--- src/logic/ealu_map.svh ---
// Offsets, field positions, reset values and cycle counts of the arithmetic unit
`ifndef EALU_MAP_SVH
`define EALU_MAP_SVH

// Bus geometry
`define EALU_ADDR_W 8
`define EALU_DATA_W 32

// Register byte offsets
`define EALU_OFF_CTRL 8'h00
`define EALU_OFF_OPA 8'h04
`define EALU_OFF_OPB 8'h08
`define EALU_OFF_FLAGS 8'h0C
`define EALU_OFF_PROD 8'h10
`define EALU_OFF_STAT 8'h14

// Field positions
`define EALU_CTRL_GO 8
`define EALU_STAT_BUSY 0
`define EALU_STAT_DONE 1
`define EALU_FLG_C 0
`define EALU_FLG_Z 1
`define EALU_FLG_N 2
`define EALU_FLG_V 3
`define EALU_FLG_S 4
`define EALU_FLG_H 5

// Number of defined operation codes
`define EALU_OP_COUNT 5'h17

// Reset values
`define EALU_RST_FLAGS 6'h00
`define EALU_RST_OPND 16'h0000

// Constants of the datapath
`define EALU_BYTE_ONES 8'hFF
`define EALU_MIN_NEG 8'h80
`define EALU_MAX_POS 8'h7F

// Remaining execute cycles after the first one
`define EALU_CYC_ONE 1'b0
`define EALU_CYC_TWO 1'b1

`endif

--- src/logic/ealu_pkg.sv ---
// Types shared by the 8-bit arithmetic and logic unit
`include "ealu_map.svh"

package ealu_pkg;

    // Operation codes, numbered 0 upward in this order
    typedef enum logic [4:0] {
        sum_two_regs, sum_with_carry_in, word_immediate_plus, difference_regs,
        difference_const, difference_with_borrow, difference_const_borrow,
        word_immediate_minus, bitwise_conj_regs, bitwise_conj_const,
        bitwise_disj_regs, bitwise_disj_const, bitwise_xor_regs, bit_set_mask,
        bit_clear_mask, plus_one, minus_one, zero_sign_check, zero_fill,
        unsigned_product, signed_product, bit_invert, arith_inverse
    } ealu_op_e;

    typedef enum logic {st_idle, st_exec} ealu_state_e;

    typedef struct packed {
        logic psel;
        logic penable;
        logic pwrite;
        logic [`EALU_ADDR_W-1:0] paddr;
        logic [`EALU_DATA_W-1:0] pwdata;
    } ealu_apb_req_s;

    typedef struct packed {
        logic [`EALU_DATA_W-1:0] prdata;
        logic pready;
        logic pslverr;
    } ealu_apb_rsp_s;

    typedef struct packed {
        ealu_state_e st;
        ealu_op_e op;
        logic [15:0] opa;
        logic [7:0] opb;
        logic [5:0] flags;
        logic [15:0] prod;
        logic cnt;
        logic busy;
        logic done;
        ealu_apb_rsp_s rsp;
    } ealu_state_s;

endpackage

--- src/logic/ealu_core.sv ---
// Arithmetic and logic unit of an 8-bit core with an APB register port
`timescale 1ns/100ps
`include "ealu_map.svh"

// Contract
// - sum_two_regs adds src_reg to dest_reg; carry variant adds C; ZCNVH; one cycle
// - word_immediate_plus adds imm to register pair; ZCNVS flags; two cycles
// - difference_regs/const subtract operand from dest_reg; ZCNVH; one cycle
// - Borrow variants subtract operand and carry; ZCNVH; one cycle
// - word_immediate_minus subtracts imm from register pair; ZCNVS; two cycles
// - AND of dest_reg with operand; only Z, N, V change; one cycle
// - OR or XOR of dest_reg with operand; Z, N, V; one cycle
// - bit_set_mask sets bits that are one in imm; Z, N, V; one cycle
// - bit_clear_mask ANDs dest_reg with 0xFF minus imm; Z, N, V; one cycle
// - plus_one and minus_one change Z, N, V only, carry kept; one cycle
// - zero_sign_check ANDs dest_reg with itself; zero_fill XORs to zero; one cycle
// - unsigned_product multiplies unsigned into product_pair; only Z and C change
// - signed_product multiplies signed into product_pair in two cycles; Z and C
module ealu_core (
    input wire logic pclk,
    input wire logic presetn,
    input wire ealu_pkg::ealu_apb_req_s apb_req,
    output ealu_pkg::ealu_apb_rsp_s apb_rsp,
    output logic alu_busy
);
    import ealu_pkg::*;

    ealu_state_s q;
    ealu_state_s n;

    ////////////////////////////////////////////////////////////////////////////////
    // Helpers

    // Half carry and overflow of an 8-bit addition, as {h, v}
    function automatic logic [1:0] add_hv(input logic [7:0] x, input logic [7:0] y,
                                          input logic [7:0] r);
        add_hv = {(x[3] & y[3]) | (y[3] & ~r[3]) | (~r[3] & x[3]),
                  (x[7] & y[7] & ~r[7]) | (~x[7] & ~y[7] & r[7])};
    endfunction

    // Half borrow and overflow of an 8-bit subtraction, as {h, v}
    function automatic logic [1:0] sub_hv(input logic [7:0] x, input logic [7:0] y,
                                          input logic [7:0] r);
        sub_hv = {(~x[3] & y[3]) | (y[3] & r[3]) | (r[3] & ~x[3]),
                  (x[7] & ~y[7] & ~r[7]) | (~x[7] & y[7] & r[7])};
    endfunction

    // Operations that need a second execute cycle
    function automatic logic op_long(input ealu_op_e o);
        op_long = (o == word_immediate_plus) || (o == word_immediate_minus) ||
                  (o == unsigned_product) || (o == signed_product);
    endfunction

    ////////////////////////////////////////////////////////////////////////////////
    // Bus decode

    logic commit;
    logic op_ok;
    logic go;
    ealu_op_e new_op;

    // A write lands only at the edge where the master sees pready without error
    assign commit = apb_req.psel & apb_req.penable & q.rsp.pready & apb_req.pwrite &
                    ~q.rsp.pslverr;
    assign op_ok = apb_req.pwdata[4:0] < `EALU_OP_COUNT;
    assign new_op = ealu_op_e'(apb_req.pwdata[4:0]);
    assign go = commit & (apb_req.paddr == `EALU_OFF_CTRL) & apb_req.pwdata[`EALU_CTRL_GO] &
                ~q.busy & op_ok;

    ////////////////////////////////////////////////////////////////////////////////
    // Datapath

    logic [7:0] res8;
    logic [15:0] res16;
    logic [15:0] prod16;
    logic [5:0] flg;
    logic wr8;
    logic wr16;
    logic wrp;

    // Result and flags of the held operation from the held operands
    always_comb begin
        logic [8:0] s9;
        logic [7:0] a;
        logic [7:0] b;
        logic [7:0] x;
        logic [7:0] y;
        logic c;
        logic keep_z;
        a = q.opa[7:0];
        b = q.opb;
        x = 8'h00;
        y = 8'h00;
        c = q.flags[`EALU_FLG_C];
        s9 = 9'h000;
        keep_z = 1'b0;
        res8 = a;
        res16 = q.opa;
        prod16 = q.prod;
        flg = q.flags;
        wr8 = 1'b1;
        wr16 = 1'b0;
        wrp = 1'b0;
        case (q.op)
            sum_two_regs, sum_with_carry_in: begin
                s9 = {1'b0, a} + {1'b0, b} + {8'h00, (q.op == sum_with_carry_in) & c};
                res8 = s9[7:0];
                flg[`EALU_FLG_C] = s9[8];
                {flg[`EALU_FLG_H], flg[`EALU_FLG_V]} = add_hv(a, b, res8);
            end
            difference_regs, difference_const, difference_with_borrow,
            difference_const_borrow, arith_inverse: begin
                x = (q.op == arith_inverse) ? 8'h00 : a;
                y = (q.op == arith_inverse) ? a : b;
                keep_z = (q.op == difference_with_borrow) || (q.op == difference_const_borrow);
                s9 = {1'b0, x} - {1'b0, y} - {8'h00, keep_z & c};
                res8 = s9[7:0];
                flg[`EALU_FLG_C] = s9[8];
                {flg[`EALU_FLG_H], flg[`EALU_FLG_V]} = sub_hv(x, y, res8);
            end
            word_immediate_plus: begin
                res16 = q.opa + {8'h00, b};
                flg[`EALU_FLG_V] = ~q.opa[15] & res16[15];
                flg[`EALU_FLG_C] = q.opa[15] & ~res16[15];
            end
            word_immediate_minus: begin
                res16 = q.opa - {8'h00, b};
                flg[`EALU_FLG_V] = q.opa[15] & ~res16[15];
                flg[`EALU_FLG_C] = ~q.opa[15] & res16[15];
            end
            bitwise_conj_regs, bitwise_conj_const, zero_sign_check: begin
                res8 = (q.op == zero_sign_check) ? (a & a) : (a & b);
                flg[`EALU_FLG_V] = 1'b0;
            end
            bitwise_disj_regs, bitwise_disj_const, bit_set_mask: begin
                res8 = a | b;
                flg[`EALU_FLG_V] = 1'b0;
            end
            bitwise_xor_regs, zero_fill: begin
                res8 = (q.op == zero_fill) ? (a ^ a) : (a ^ b);
                flg[`EALU_FLG_V] = 1'b0;
            end
            bit_clear_mask: begin
                res8 = a & (`EALU_BYTE_ONES - b);
                flg[`EALU_FLG_V] = 1'b0;
            end
            plus_one: begin
                res8 = 8'(a + 8'h01);
                flg[`EALU_FLG_V] = res8 == `EALU_MIN_NEG;
            end
            minus_one: begin
                res8 = 8'(a - 8'h01);
                flg[`EALU_FLG_V] = res8 == `EALU_MAX_POS;
            end
            bit_invert: begin
                res8 = `EALU_BYTE_ONES - a;
                flg[`EALU_FLG_C] = 1'b1;
                flg[`EALU_FLG_V] = 1'b0;
            end
            unsigned_product: begin
                prod16 = {8'h00, a} * {8'h00, b};
            end
            signed_product: begin
                prod16 = 16'($signed({{8{a[7]}}, a}) * $signed({{8{b[7]}}, b}));
            end
            default: begin
                wr8 = 1'b0;
            end
        endcase
        // Word and product results replace the byte write-back
        if (q.op == word_immediate_plus || q.op == word_immediate_minus) begin
            wr8 = 1'b0;
            wr16 = 1'b1;
            flg[`EALU_FLG_N] = res16[15];
            flg[`EALU_FLG_Z] = res16 == 16'h0000;
            flg[`EALU_FLG_S] = res16[15] ^ flg[`EALU_FLG_V];
        end else if (q.op == unsigned_product || q.op == signed_product) begin
            wr8 = 1'b0;
            wrp = 1'b1;
            flg[`EALU_FLG_C] = prod16[15];
            flg[`EALU_FLG_Z] = prod16 == 16'h0000;
        end else if (wr8) begin
            flg[`EALU_FLG_N] = res8[7];
            flg[`EALU_FLG_Z] = (res8 == 8'h00) & (~keep_z | q.flags[`EALU_FLG_Z]);
        end
    end

    ////////////////////////////////////////////////////////////////////////////////
    // Next state

    // Bus answer, register writes, start and completion of an operation
    always_comb begin
        n = q;
        n.rsp.pready = apb_req.psel & apb_req.penable & ~q.rsp.pready;
        n.rsp.pslverr = 1'b0;
        n.rsp.prdata = '0;
        if (n.rsp.pready) begin
            case (apb_req.paddr)
                `EALU_OFF_CTRL: begin
                    n.rsp.prdata[4:0] = q.op;
                    n.rsp.pslverr = apb_req.pwrite & (q.busy | ~op_ok);
                end
                `EALU_OFF_OPA: begin
                    n.rsp.prdata[15:0] = q.opa;
                    n.rsp.pslverr = apb_req.pwrite & q.busy;
                end
                `EALU_OFF_OPB: begin
                    n.rsp.prdata[7:0] = q.opb;
                    n.rsp.pslverr = apb_req.pwrite & q.busy;
                end
                `EALU_OFF_FLAGS: begin
                    n.rsp.prdata[5:0] = q.flags;
                    n.rsp.pslverr = apb_req.pwrite & q.busy;
                end
                `EALU_OFF_PROD: begin
                    n.rsp.prdata[15:0] = q.prod;
                end
                `EALU_OFF_STAT: begin
                    n.rsp.prdata[`EALU_STAT_BUSY] = q.busy;
                    n.rsp.prdata[`EALU_STAT_DONE] = q.done;
                end
                default: begin
                    n.rsp.pslverr = 1'b1;
                end
            endcase
        end
        // Register writes; busy refusals never reach here
        if (commit) begin
            case (apb_req.paddr)
                `EALU_OFF_CTRL: n.op = new_op;
                `EALU_OFF_OPA: n.opa = apb_req.pwdata[15:0];
                `EALU_OFF_OPB: n.opb = apb_req.pwdata[7:0];
                `EALU_OFF_FLAGS: n.flags = apb_req.pwdata[5:0];
                default: n.op = q.op;
            endcase
        end
        // Start of an operation
        if (go) begin
            n.st = st_exec;
            n.busy = 1'b1;
            n.done = 1'b0;
            n.cnt = op_long(new_op) ? `EALU_CYC_TWO : `EALU_CYC_ONE;
        end
        // Execute cycles and write-back
        case (q.st)
            st_idle: begin
                n.cnt = go ? n.cnt : `EALU_CYC_ONE;
            end
            st_exec: begin
                if (q.cnt) begin
                    n.cnt = `EALU_CYC_ONE;
                end else begin
                    n.st = st_idle;
                    n.busy = 1'b0;
                    n.done = 1'b1;
                    n.flags = flg;
                    if (wr8) begin
                        n.opa[7:0] = res8;
                    end
                    if (wr16) begin
                        n.opa = res16;
                    end
                    if (wrp) begin
                        n.prod = prod16;
                    end
                end
            end
            default: begin
                n.st = st_idle;
            end
        endcase
    end

    // State register
    always_ff @(posedge pclk or negedge presetn) begin
        if (!presetn) begin
            q <= '0;
        end else begin
            q <= n;
        end
    end

    assign apb_rsp = q.rsp;
    assign alu_busy = q.busy;

    ////////////////////////////////////////////////////////////////////////////////
    // Checks

    logic [15:0] umul_ref;
    logic [15:0] smul_ref;

    // Reference products from the held operands
    assign umul_ref = {8'h00, q.opa[7:0]} * {8'h00, q.opb};
    assign smul_ref = 16'($signed({{8{q.opa[7]}}, q.opa[7:0]}) * $signed({{8{q.opb[7]}}, q.opb}));
endmodule // ealu_core

--- config.mk ---
export PLATFORM = sky130hd
export DESIGN_NAME = ealu_core
export DESIGN_NICKNAME = d
export VERILOG_FILES = /design/src/logic/ealu_pkg.sv /design/src/logic/ealu_core.sv
export VERILOG_INCLUDE_DIRS = /design/src /design/src/logic
export SDC_FILE = /design/constraint.sdc
export NUM_CORES = 1
export LEC_CHECK = 0
export BUFFER_PORTS_ARGS = -buffer_cell sky130_fd_sc_hd__buf_4
export CORE_ASPECT_RATIO = 0.9
export CORE_MARGIN = 5
export CORE_UTILIZATION = 60
export CTS_BUF_LIST = sky130_fd_sc_hd__clkbuf_8 sky130_fd_sc_hd__clkbuf_16
export CTS_CLUSTER_SIZE = 24
export DETAILED_ROUTE_END_ITERATION = 8
export PLACE_DENSITY_LB_ADDON = 0.2
export SYNTH_ARGS = -nofsm -noshare
export SYNTH_HDL_FRONTEND = slang
export SYNTH_SLANG_ARGS = --single-unit
--- constraint.sdc ---
create_clock -name pclk -period 12.8 [get_ports pclk]
set_input_delay 1.28 -clock pclk [delete_from_list [all_inputs] [get_ports pclk]]
set_output_delay 1.28 -clock pclk [all_outputs]
set_load 0.05 [all_outputs]
==> results of run 1 <==
layout make-up:
cell class,instances,area share
inverter,186,0.05779
clock inverter,5,0.003107
timing repair buffer,65,0.04039
sequential,73,0.1512
multi-input combinational,1083,0.7007
clock buffer,11,0.02092
tap,250,0.02589
stage by stage:
stage / worst slack (ns) / hold slack [ns] / util
2_1_floorplan: 7.369 / 0.4479 / -
3_3_place_gp: 6.820 / 0.4719 / 0.6193
3_5_place_dp: 6.783 / 0.4848 / 0.6193
4_1_cts: 6.762 / 0.4960 / 0.6345
5_1_grt: 6.308 / 0.5319 / 0.6345
6_report: 6.636 / 0.4974 / 0.6345
layout by cell type, fill, tap and decap left out, types with 6 or more instances in the layout:
cell and n:
inv_1 179, nand2_1 134, nor2_1 129, ha_1 104, fa_1 92, o21ai_0 81, a21oi_1 75, dfrtp_1 73
buf_4 65, nor3_1 33, mux2i_1 25, xnor2_1 25, nand3_1 24, a22oi_1 22, a21o_1 21, mux2_2 19
a31oi_1 17, conb_1 16, nor2b_1 15, a211oi_1 15, xor2_1 13, nor4_1 12, o31ai_1 10, o211ai_1 10
nand2b_1 9, a222oi_1 9, a221oi_1 9, and3_1 9, nand4_1 9, clkbuf_16 9, o21a_1 8, or2_2 7
a211o_1 7, a2111oi_0 7, o22ai_1 7, clkinv_1 6, and2_1 6, o22a_1 6
synthesized netlist by cell type (7+ instances only):
library cell / number
a2111oi_0: 7
a211o_1: 7
a211oi_1: 15
a21o_1: 21
a21oi_1: 75
a221oi_1: 9
a222oi_1: 9
a22oi_1: 22
a31oi_1: 17
and3_1: 9
buf_2: 15
buf_4: 34
clkbuf_1: 57
dfrtp_1: 73
fa_1: 92
ha_1: 104
inv_1: 179
mux2_2: 19
mux2i_1: 25
nand2_1: 134
nand2b_1: 9
nand3_1: 24
nand4_1: 9
nor2_1: 129
nor2b_1: 15
nor3_1: 33
nor4_1: 12
o211ai_1: 10
o21a_1: 8
o21ai_0: 81
o22ai_1: 7
o31ai_1: 10
or2_2: 7
xnor2_1: 25
xor2_1: 13
routing by layer:
metal / track usage / vias up / part of all wire / wire [µm]
met5: 0 / - / 0 / 0
met4: 0.1202 / 0 / 0.041 / 1508
met3: 0.08387 / 103 / 0.12 / 4472
met2: 0.5006 / 686 / 0.43 / 16010
met1: 0.4704 / 5242 / 0.41 / 15080
li1: - / 4898 / - / -
kinds of logic after synthesis:
kind of cell | Yosys count | share of synthesized area
AND/OR/NAND/NOR | 431 | 0.1789
AO/OA/AOI/OAI | 358 | 0.2089
buffers and inverters | 299 | 0.1109
adder cells (fa/ha/maj) | 196 | 0.2730
flip-flops | 73 | 0.1587
multiplexers | 44 | 0.04033
XOR/XNOR | 38 | 0.02891
other | 1 | 0.0003258
state kept, by name, indices dropped and copies added, names as in the netlist:
register,flops
alu_busy,1
apb_rsp,18
q,54
power by group through the flow:
stage / sequential, mW / clock [mW] / combinational, mW
6_report: 0.237 / 0.242 / 0.107
2_1_floorplan: 0.240 / 0 / 0.0728
5_1_grt: 0.237 / 0.251 / 0.115
4_1_cts: 0.237 / 0.241 / 0.104
3_3_place_gp: 0.241 / 0 / 0.102
3_5_place_dp: 0.241 / 0 / 0.104
final timing paths:
| check | cells after the start | slack (ns) | from | to |
|---|---|---|---|---|
| worst max-delay path | 16 | 6.64 | q[69] | q[54] |
| worst min-delay path | 1 | 0.50 | q[36] | q[36] |
| worst max register to register | 16 | 6.64 | q[69] | q[54] |
| worst min register to register | 1 | 0.50 | q[36] | q[36] |
| max in group asynchronous | 1 | 11.12 | presetn | q[60] |
| min in group asynchronous | 1 | 1.08 | presetn | q[88] |
==> flow_metrics.env, run 1 <==
export IMPL_die_h_um=141.4
export IMPL_cp_max_fo=16
export IMPL_startpoint_type="flop"
export IMPL_clock_sinks=73
export IMPL_synth_seq_area_share=0.1587
export IMPL_synth_warnings=0
export IMPL_vias=10930
export IMPL_ioPinCount=80
export IMPL_placed_cells=1657
export IMPL_diodes=0
export IMPL_grt_pass1_wl_um=57620
export IMPL_die_w_um=156
export IMPL_period_needed_ns=6.164
export IMPL_port_buffers=47
export IMPL_setup_viol=0
export IMPL_cts_hold_buffers_added=0
export IMPL_cts_setup_buffers=0
export IMPL_finalCritPeriodShare=0.4816
export IMPL_power_density_nw_per_um2=48.47
export IMPL_status="finished, final reports clean"
export IMPL_synth_edf_count=0
export IMPL_combPwrFrac=0.182
export IMPL_postPlaceCellArea_um2=11790
export IMPL_drt_iter0_markers=1365
export IMPL_p_seq_frac=0.405
export IMPL_cp_slowest_cell="dfrtp_1"
export IMPL_drt_wl_total_um=37070
export IMPL_regArea_um2=1827
export IMPL_critPathArrivalTime_ns=6.44
export IMPL_fin_area_um2=12080
export IMPL_final_hold_violation_count=0
export IMPL_hp_class="reg2reg"
export IMPL_max_cap_viol_count=0
export IMPL_cp_top_family="adder cells"
export IMPL_cts_tree="built"
export IMPL_cts_made_buffers=9
export IMPL_firstDrtPassIters=5
export IMPL_dieArea_um2=22060
export IMPL_total_power_mw=0.5855
export IMPL_via_per_inst=6.533
export IMPL_worst_slew_pin_slew_ns=1.048
export IMPL_grt_setup_unrepaired="no"
export IMPL_fill_cells=1662
export IMPL_p_int_mw=0.4091
export IMPL_syn_area_um2=11510
export IMPL_setup_tns_ns=0
export IMPL_fmax_mhz=162.2
export IMPL_final_antenna_net_count=0
export IMPL_crit_top_cell="fa_1"
export IMPL_yosysTopAreaCell="fa_1"
export IMPL_timing_slew_headroom=0.2998
export IMPL_core_um2=19040
export IMPL_clk_pin_slew_ns=0.06
export IMPL_crit_path_cell_trace="inv_1 > nor2_1 > fa_1 > inv_1 > fa_1 > fa_1 > fa_1 > inv_1 > ha_1 > or3_1 > o41ai_1 > o21ai_0 > xor2_1 > a22oi_1 > and3_1 > a31o_1"
export IMPL_area_growth_pct=4.945
export IMPL_power_switching_mw=0.1764
export IMPL_multiInputGateArea_um2=8464
export IMPL_async_flop_share=1.000
export IMPL_grt_max_degree=74
export IMPL_crit_required_ns=13.07
export IMPL_overflow=0
export IMPL_start_util=0.6046
export IMPL_cpPeakStageDelay_ns=0.95
export IMPL_cp_end_kind="flop"
export IMPL_synth_top_area_frac=0.1600
export IMPL_crit_type="reg2reg"
export IMPL_ir_drop_mv=0.07467
export IMPL_postSynthCellCount=1440
export IMPL_synth_area_leaders="fa_1, dfrtp_1, ha_1"
export IMPL_num_rows=48
export IMPL_gp_congestion=1.031
export IMPL_clockBufferDepth=2
export IMPL_htree_levels=3
export IMPL_swShare=0.3013
export IMPL_finalClockSkew_ns=0.009509
export IMPL_drive_gt1_frac=0.08433
export IMPL_clkLatencyLatePin_ns=0.34
export IMPL_finalMaxSlewViolations=0
export IMPL_hpwl_um=28240
export IMPL_groute_usage_overall=0.3340
export IMPL_crit_buf_inv=3
export IMPL_ys_types=86
export IMPL_ctsResizeCount=0
export IMPL_pwr_share_clk=0.413
export IMPL_ys_seq_elements=73
export IMPL_nNetsFinal=1659
export IMPL_leakage_nw=5.850
export IMPL_grt_pass1_vias=10260
export IMPL_drc=0
export IMPL_dominantRegCellSynth="dfrtp_1"
export IMPL_cts_root_buffer="clkbuf_16"
export IMPL_wire_per_inst_um=22.16
export IMPL_avgSynthCellArea_um2=7.994
export IMPL_antenna_found_initial=0
export IMPL_instances_no_fill=1673
(Power assumes the default switching activity.)
==> run 2: changes to the inputs <==
ABC_AREA = 1   (was unset)
CORE_UTILIZATION = 58   (was 60)
clock period = 5.51 ns   (was 12.8 ns; I/O delays follow)
==> run 2 against run 1 <==
- sequential power rose by 130%
- setup slack got worse by 6.3 ns
- non-clock buffer count rose by 8
- synthesized cell count rose by 28%
- clock power rose to 2.6 times the previous value
- register-to-register slack got worse by 6.3 ns
- area after synthesis rose by 4.7%
- first-iteration DRC count rose by 15%
- clock skew fell by 0.0020 ns
- final cell count rose by 27%
- critical endpoint unchanged
- largest power group unchanged
==> flow_metrics.env, run 2 <==
export IMPL_status="finished, final reports clean"
export IMPL_crit_path_cell_trace="inv_1 > nand2_1 > fa_1 > fa_1 > inv_1 > fa_1 > inv_1 > fa_1 > inv_1 > ha_1 > nand2_1 > nor3_1 > o21ai_0 > nand3_1 > a21oi_1 > o21ai_0 > nand2_1 > a21oi_1 > nand4_1 > nand3_1 > nand2_1 > nand2_1"
export IMPL_synth_seq_area_share=0.1515
export IMPL_antenna_found_initial=0
export IMPL_hp_class="in2async"
export IMPL_power_density_nw_per_um2=109.0
export IMPL_drc=0
export IMPL_cts_hold_buffers_added=0
export IMPL_async_flop_share=1.000
export IMPL_clk_pin_slew_ns=0.06
export IMPL_synth_area_leaders="fa_1, dfrtp_1, nand2_1"
export IMPL_grt_setup_unrepaired="no"
export IMPL_ctsResizeCount=0
export IMPL_nNetsFinal=2101
export IMPL_synth_top_area_frac=0.1528
export IMPL_clkLatencyLatePin_ns=0.34
export IMPL_cp_max_fo=11
export IMPL_firstDrtPassIters=6
export IMPL_fill_cells=1974
export IMPL_mostFrequentLayoutCells="nand2_1, inv_1, nor2_1, o21ai_0, nand3_1"
export IMPL_synth_warnings=0
export IMPL_htree_levels=3
export IMPL_vias=12310
export IMPL_cpPeakStageDelay_ns=0.76
export IMPL_core_um2=20640
export IMPL_multiInputGateArea_um2=8432
export IMPL_postSynthCellCount=1845
export IMPL_startpoint_type="flop"
export IMPL_yosysTopAreaCell="fa_1"
export IMPL_syn_area_um2=12060
export IMPL_clock_sinks=73
export IMPL_crit_buf_inv=4
export IMPL_timing_slew_headroom=0.3798
export IMPL_grt_max_degree=74
export IMPL_final_common_cell="nand2_1"
export IMPL_post_place_ws_ns=0.4509
export IMPL_via_per_inst=5.785
export IMPL_setup_tns_ns=0
export IMPL_ir_drop_mv=0.1107
export IMPL_cts_root_buffer="clkbuf_16"
export IMPL_cp_slowest_cell="dfrtp_1"
export IMPL_drt_iter0_markers=1568
export IMPL_dieArea_um2=23770
export IMPL_ys_types=52
export IMPL_num_rows=50
export IMPL_avgSynthCellArea_um2=6.534
export IMPL_grt_pass1_vias=11340
export IMPL_groute_usage_overall=0.3511
export IMPL_finalMaxSlewViolations=0
export IMPL_max_cap_viol_count=0
export IMPL_drive_gt1_frac=0.06756
export IMPL_worst_slew_pin_slew_ns=0.9304
export IMPL_fmax_mhz=193.5
export IMPL_ioPinCount=80
export IMPL_finalCritPeriodShare=0.9380
export IMPL_finalClockSkew_ns=0.007534
export IMPL_regArea_um2=1828
export IMPL_leakage_nw=6.919
export IMPL_overflow=0
export IMPL_die_w_um=162.0
export IMPL_critPathArrivalTime_ns=5.44
export IMPL_final_antenna_net_count=0
export IMPL_hpwl_um=33720
export IMPL_die_h_um=146.8
export IMPL_wire_per_inst_um=19.61
export IMPL_clockBufferDepth=2
export IMPL_crit_type="reg2reg"
export IMPL_timing_final_ws_setup_ns=0.3416
export IMPL_grt_pass1_wl_um=64690
export IMPL_crit_required_ns=5.79
export IMPL_cp_end_kind="flop"
export IMPL_synthTopCellsByCount="nand2_1, inv_1, nor2_1, o21ai_0, nand3_1"
export IMPL_cts_tree="built"
export IMPL_crit_top_cell="nand2_1"
export IMPL_dominantRegCellSynth="dfrtp_1"
export IMPL_cp_top_family="adder cells"
export IMPL_cts_made_buffers=9
export IMPL_synth_edf_count=0
export IMPL_port_buffers=47
export IMPL_final_hold_violation_count=0
export IMPL_largest_reg_flops=54
export IMPL_setup_viol=0
export IMPL_drt_wl_total_um=41710
export IMPL_cts_setup_buffers=0
export IMPL_synth_most_common_cell="nand2_1"
export IMPL_area_growth_pct=6.404
export IMPL_start_util=0.5839
export IMPL_regMostFlops="q"
export IMPL_ys_seq_elements=73
export IMPL_period_needed_ns=5.168
export IMPL_gp_congestion=1.018
-- run 2: power breakdown --
part	leakage (nW)	internal (mW)	switching, mW
logic	5.84	0.0597	0.148
registers	0.916	0.541	0.0116
clock network	0.161	0.406	0.232
total	6.92	1.01	0.391
-- run 2: final cells by class --
class	count	area share
antenna	2	0.0003902
clock buffer	10	0.01863
clock inverter	6	0.006535
inverter	364	0.1065
multi-input combinational	1339	0.6573
sequential	73	0.1425
tap	260	0.02536
timing repair buffer	73	0.04272
-- run 2: path summary, 6_finish.rpt --
| check | cells after the start | endpoint | slack, ns | startpoint |
|---|---|---|---|---|
| min in group pclk | 3 | q[84] | 0.47 | apb_req[1] |
| worst min-delay path | 1 | apb_rsp[8] | 0.37 | presetn |
| worst min register to register | 2 | q[34] | 0.48 | q[34] |
| max in group asynchronous | 1 | q[74] | 4.51 | presetn |
| worst max-delay path | 22 | q[54] | 0.34 | q[71] |
| worst max register to register | 22 | q[54] | 0.34 | q[71] |
-- run 2: cells by family after synthesis --
| group | count (synthesis) | synth area share |
|---|---|---|
| fa+ha+maj | 196 | 0.2607 |
| compound gates | 273 | 0.1269 |
| simple gates | 834 | 0.2916 |
| buf+inv | 448 | 0.1537 |
| flops | 73 | 0.1515 |
| other cells | 1 | 0.0003111 |
| mux | 3 | 0.002802 |
| xor+xnor | 17 | 0.01235 |
-- run 2: layer usage --
metal,track usage,vias to the layer above,share of wire
li1,-,5804,-
met1,0.5180,5657,0.43
met2,0.5077,739,0.41
met3,0.08022,105,0.12
met4,0.1222,0,0.038
met5,0,-,0
-- run 2: worst register-to-register path, delay by kind of cell, from the launching register on --
| family | cells | cell delay [ns] |
|---|---|---|
| AOI/OAI and AO/OA | 4 | 0.52 |
| adders and majority gates | 5 | 2.25 |
| buffers and inverters | 4 | 0.47 |
| DFF | 1 | 0.76 |
| and+or+nand+nor | 9 | 1.11 |
-- run 2: through the flow --
step / instance area, µm² / cells / util / hold slack (ns) / total power, mW
final: 12830 / 2127 / 0.6213 / 0.3704 / 1.398
after global placement: 12500 / 2109 / 0.6054 / 0.4614 / 0.7612
after floorplan: 12110 / 1860 / - / 0.2554 / 0.6971
after global routing: 12820 / 2125 / 0.6211 / 0.4500 / 1.447
after detailed placement: 12500 / 2109 / 0.6054 / 0.4623 / 0.7634
after CTS: 12820 / 2125 / 0.6210 / 0.3931 / 1.396
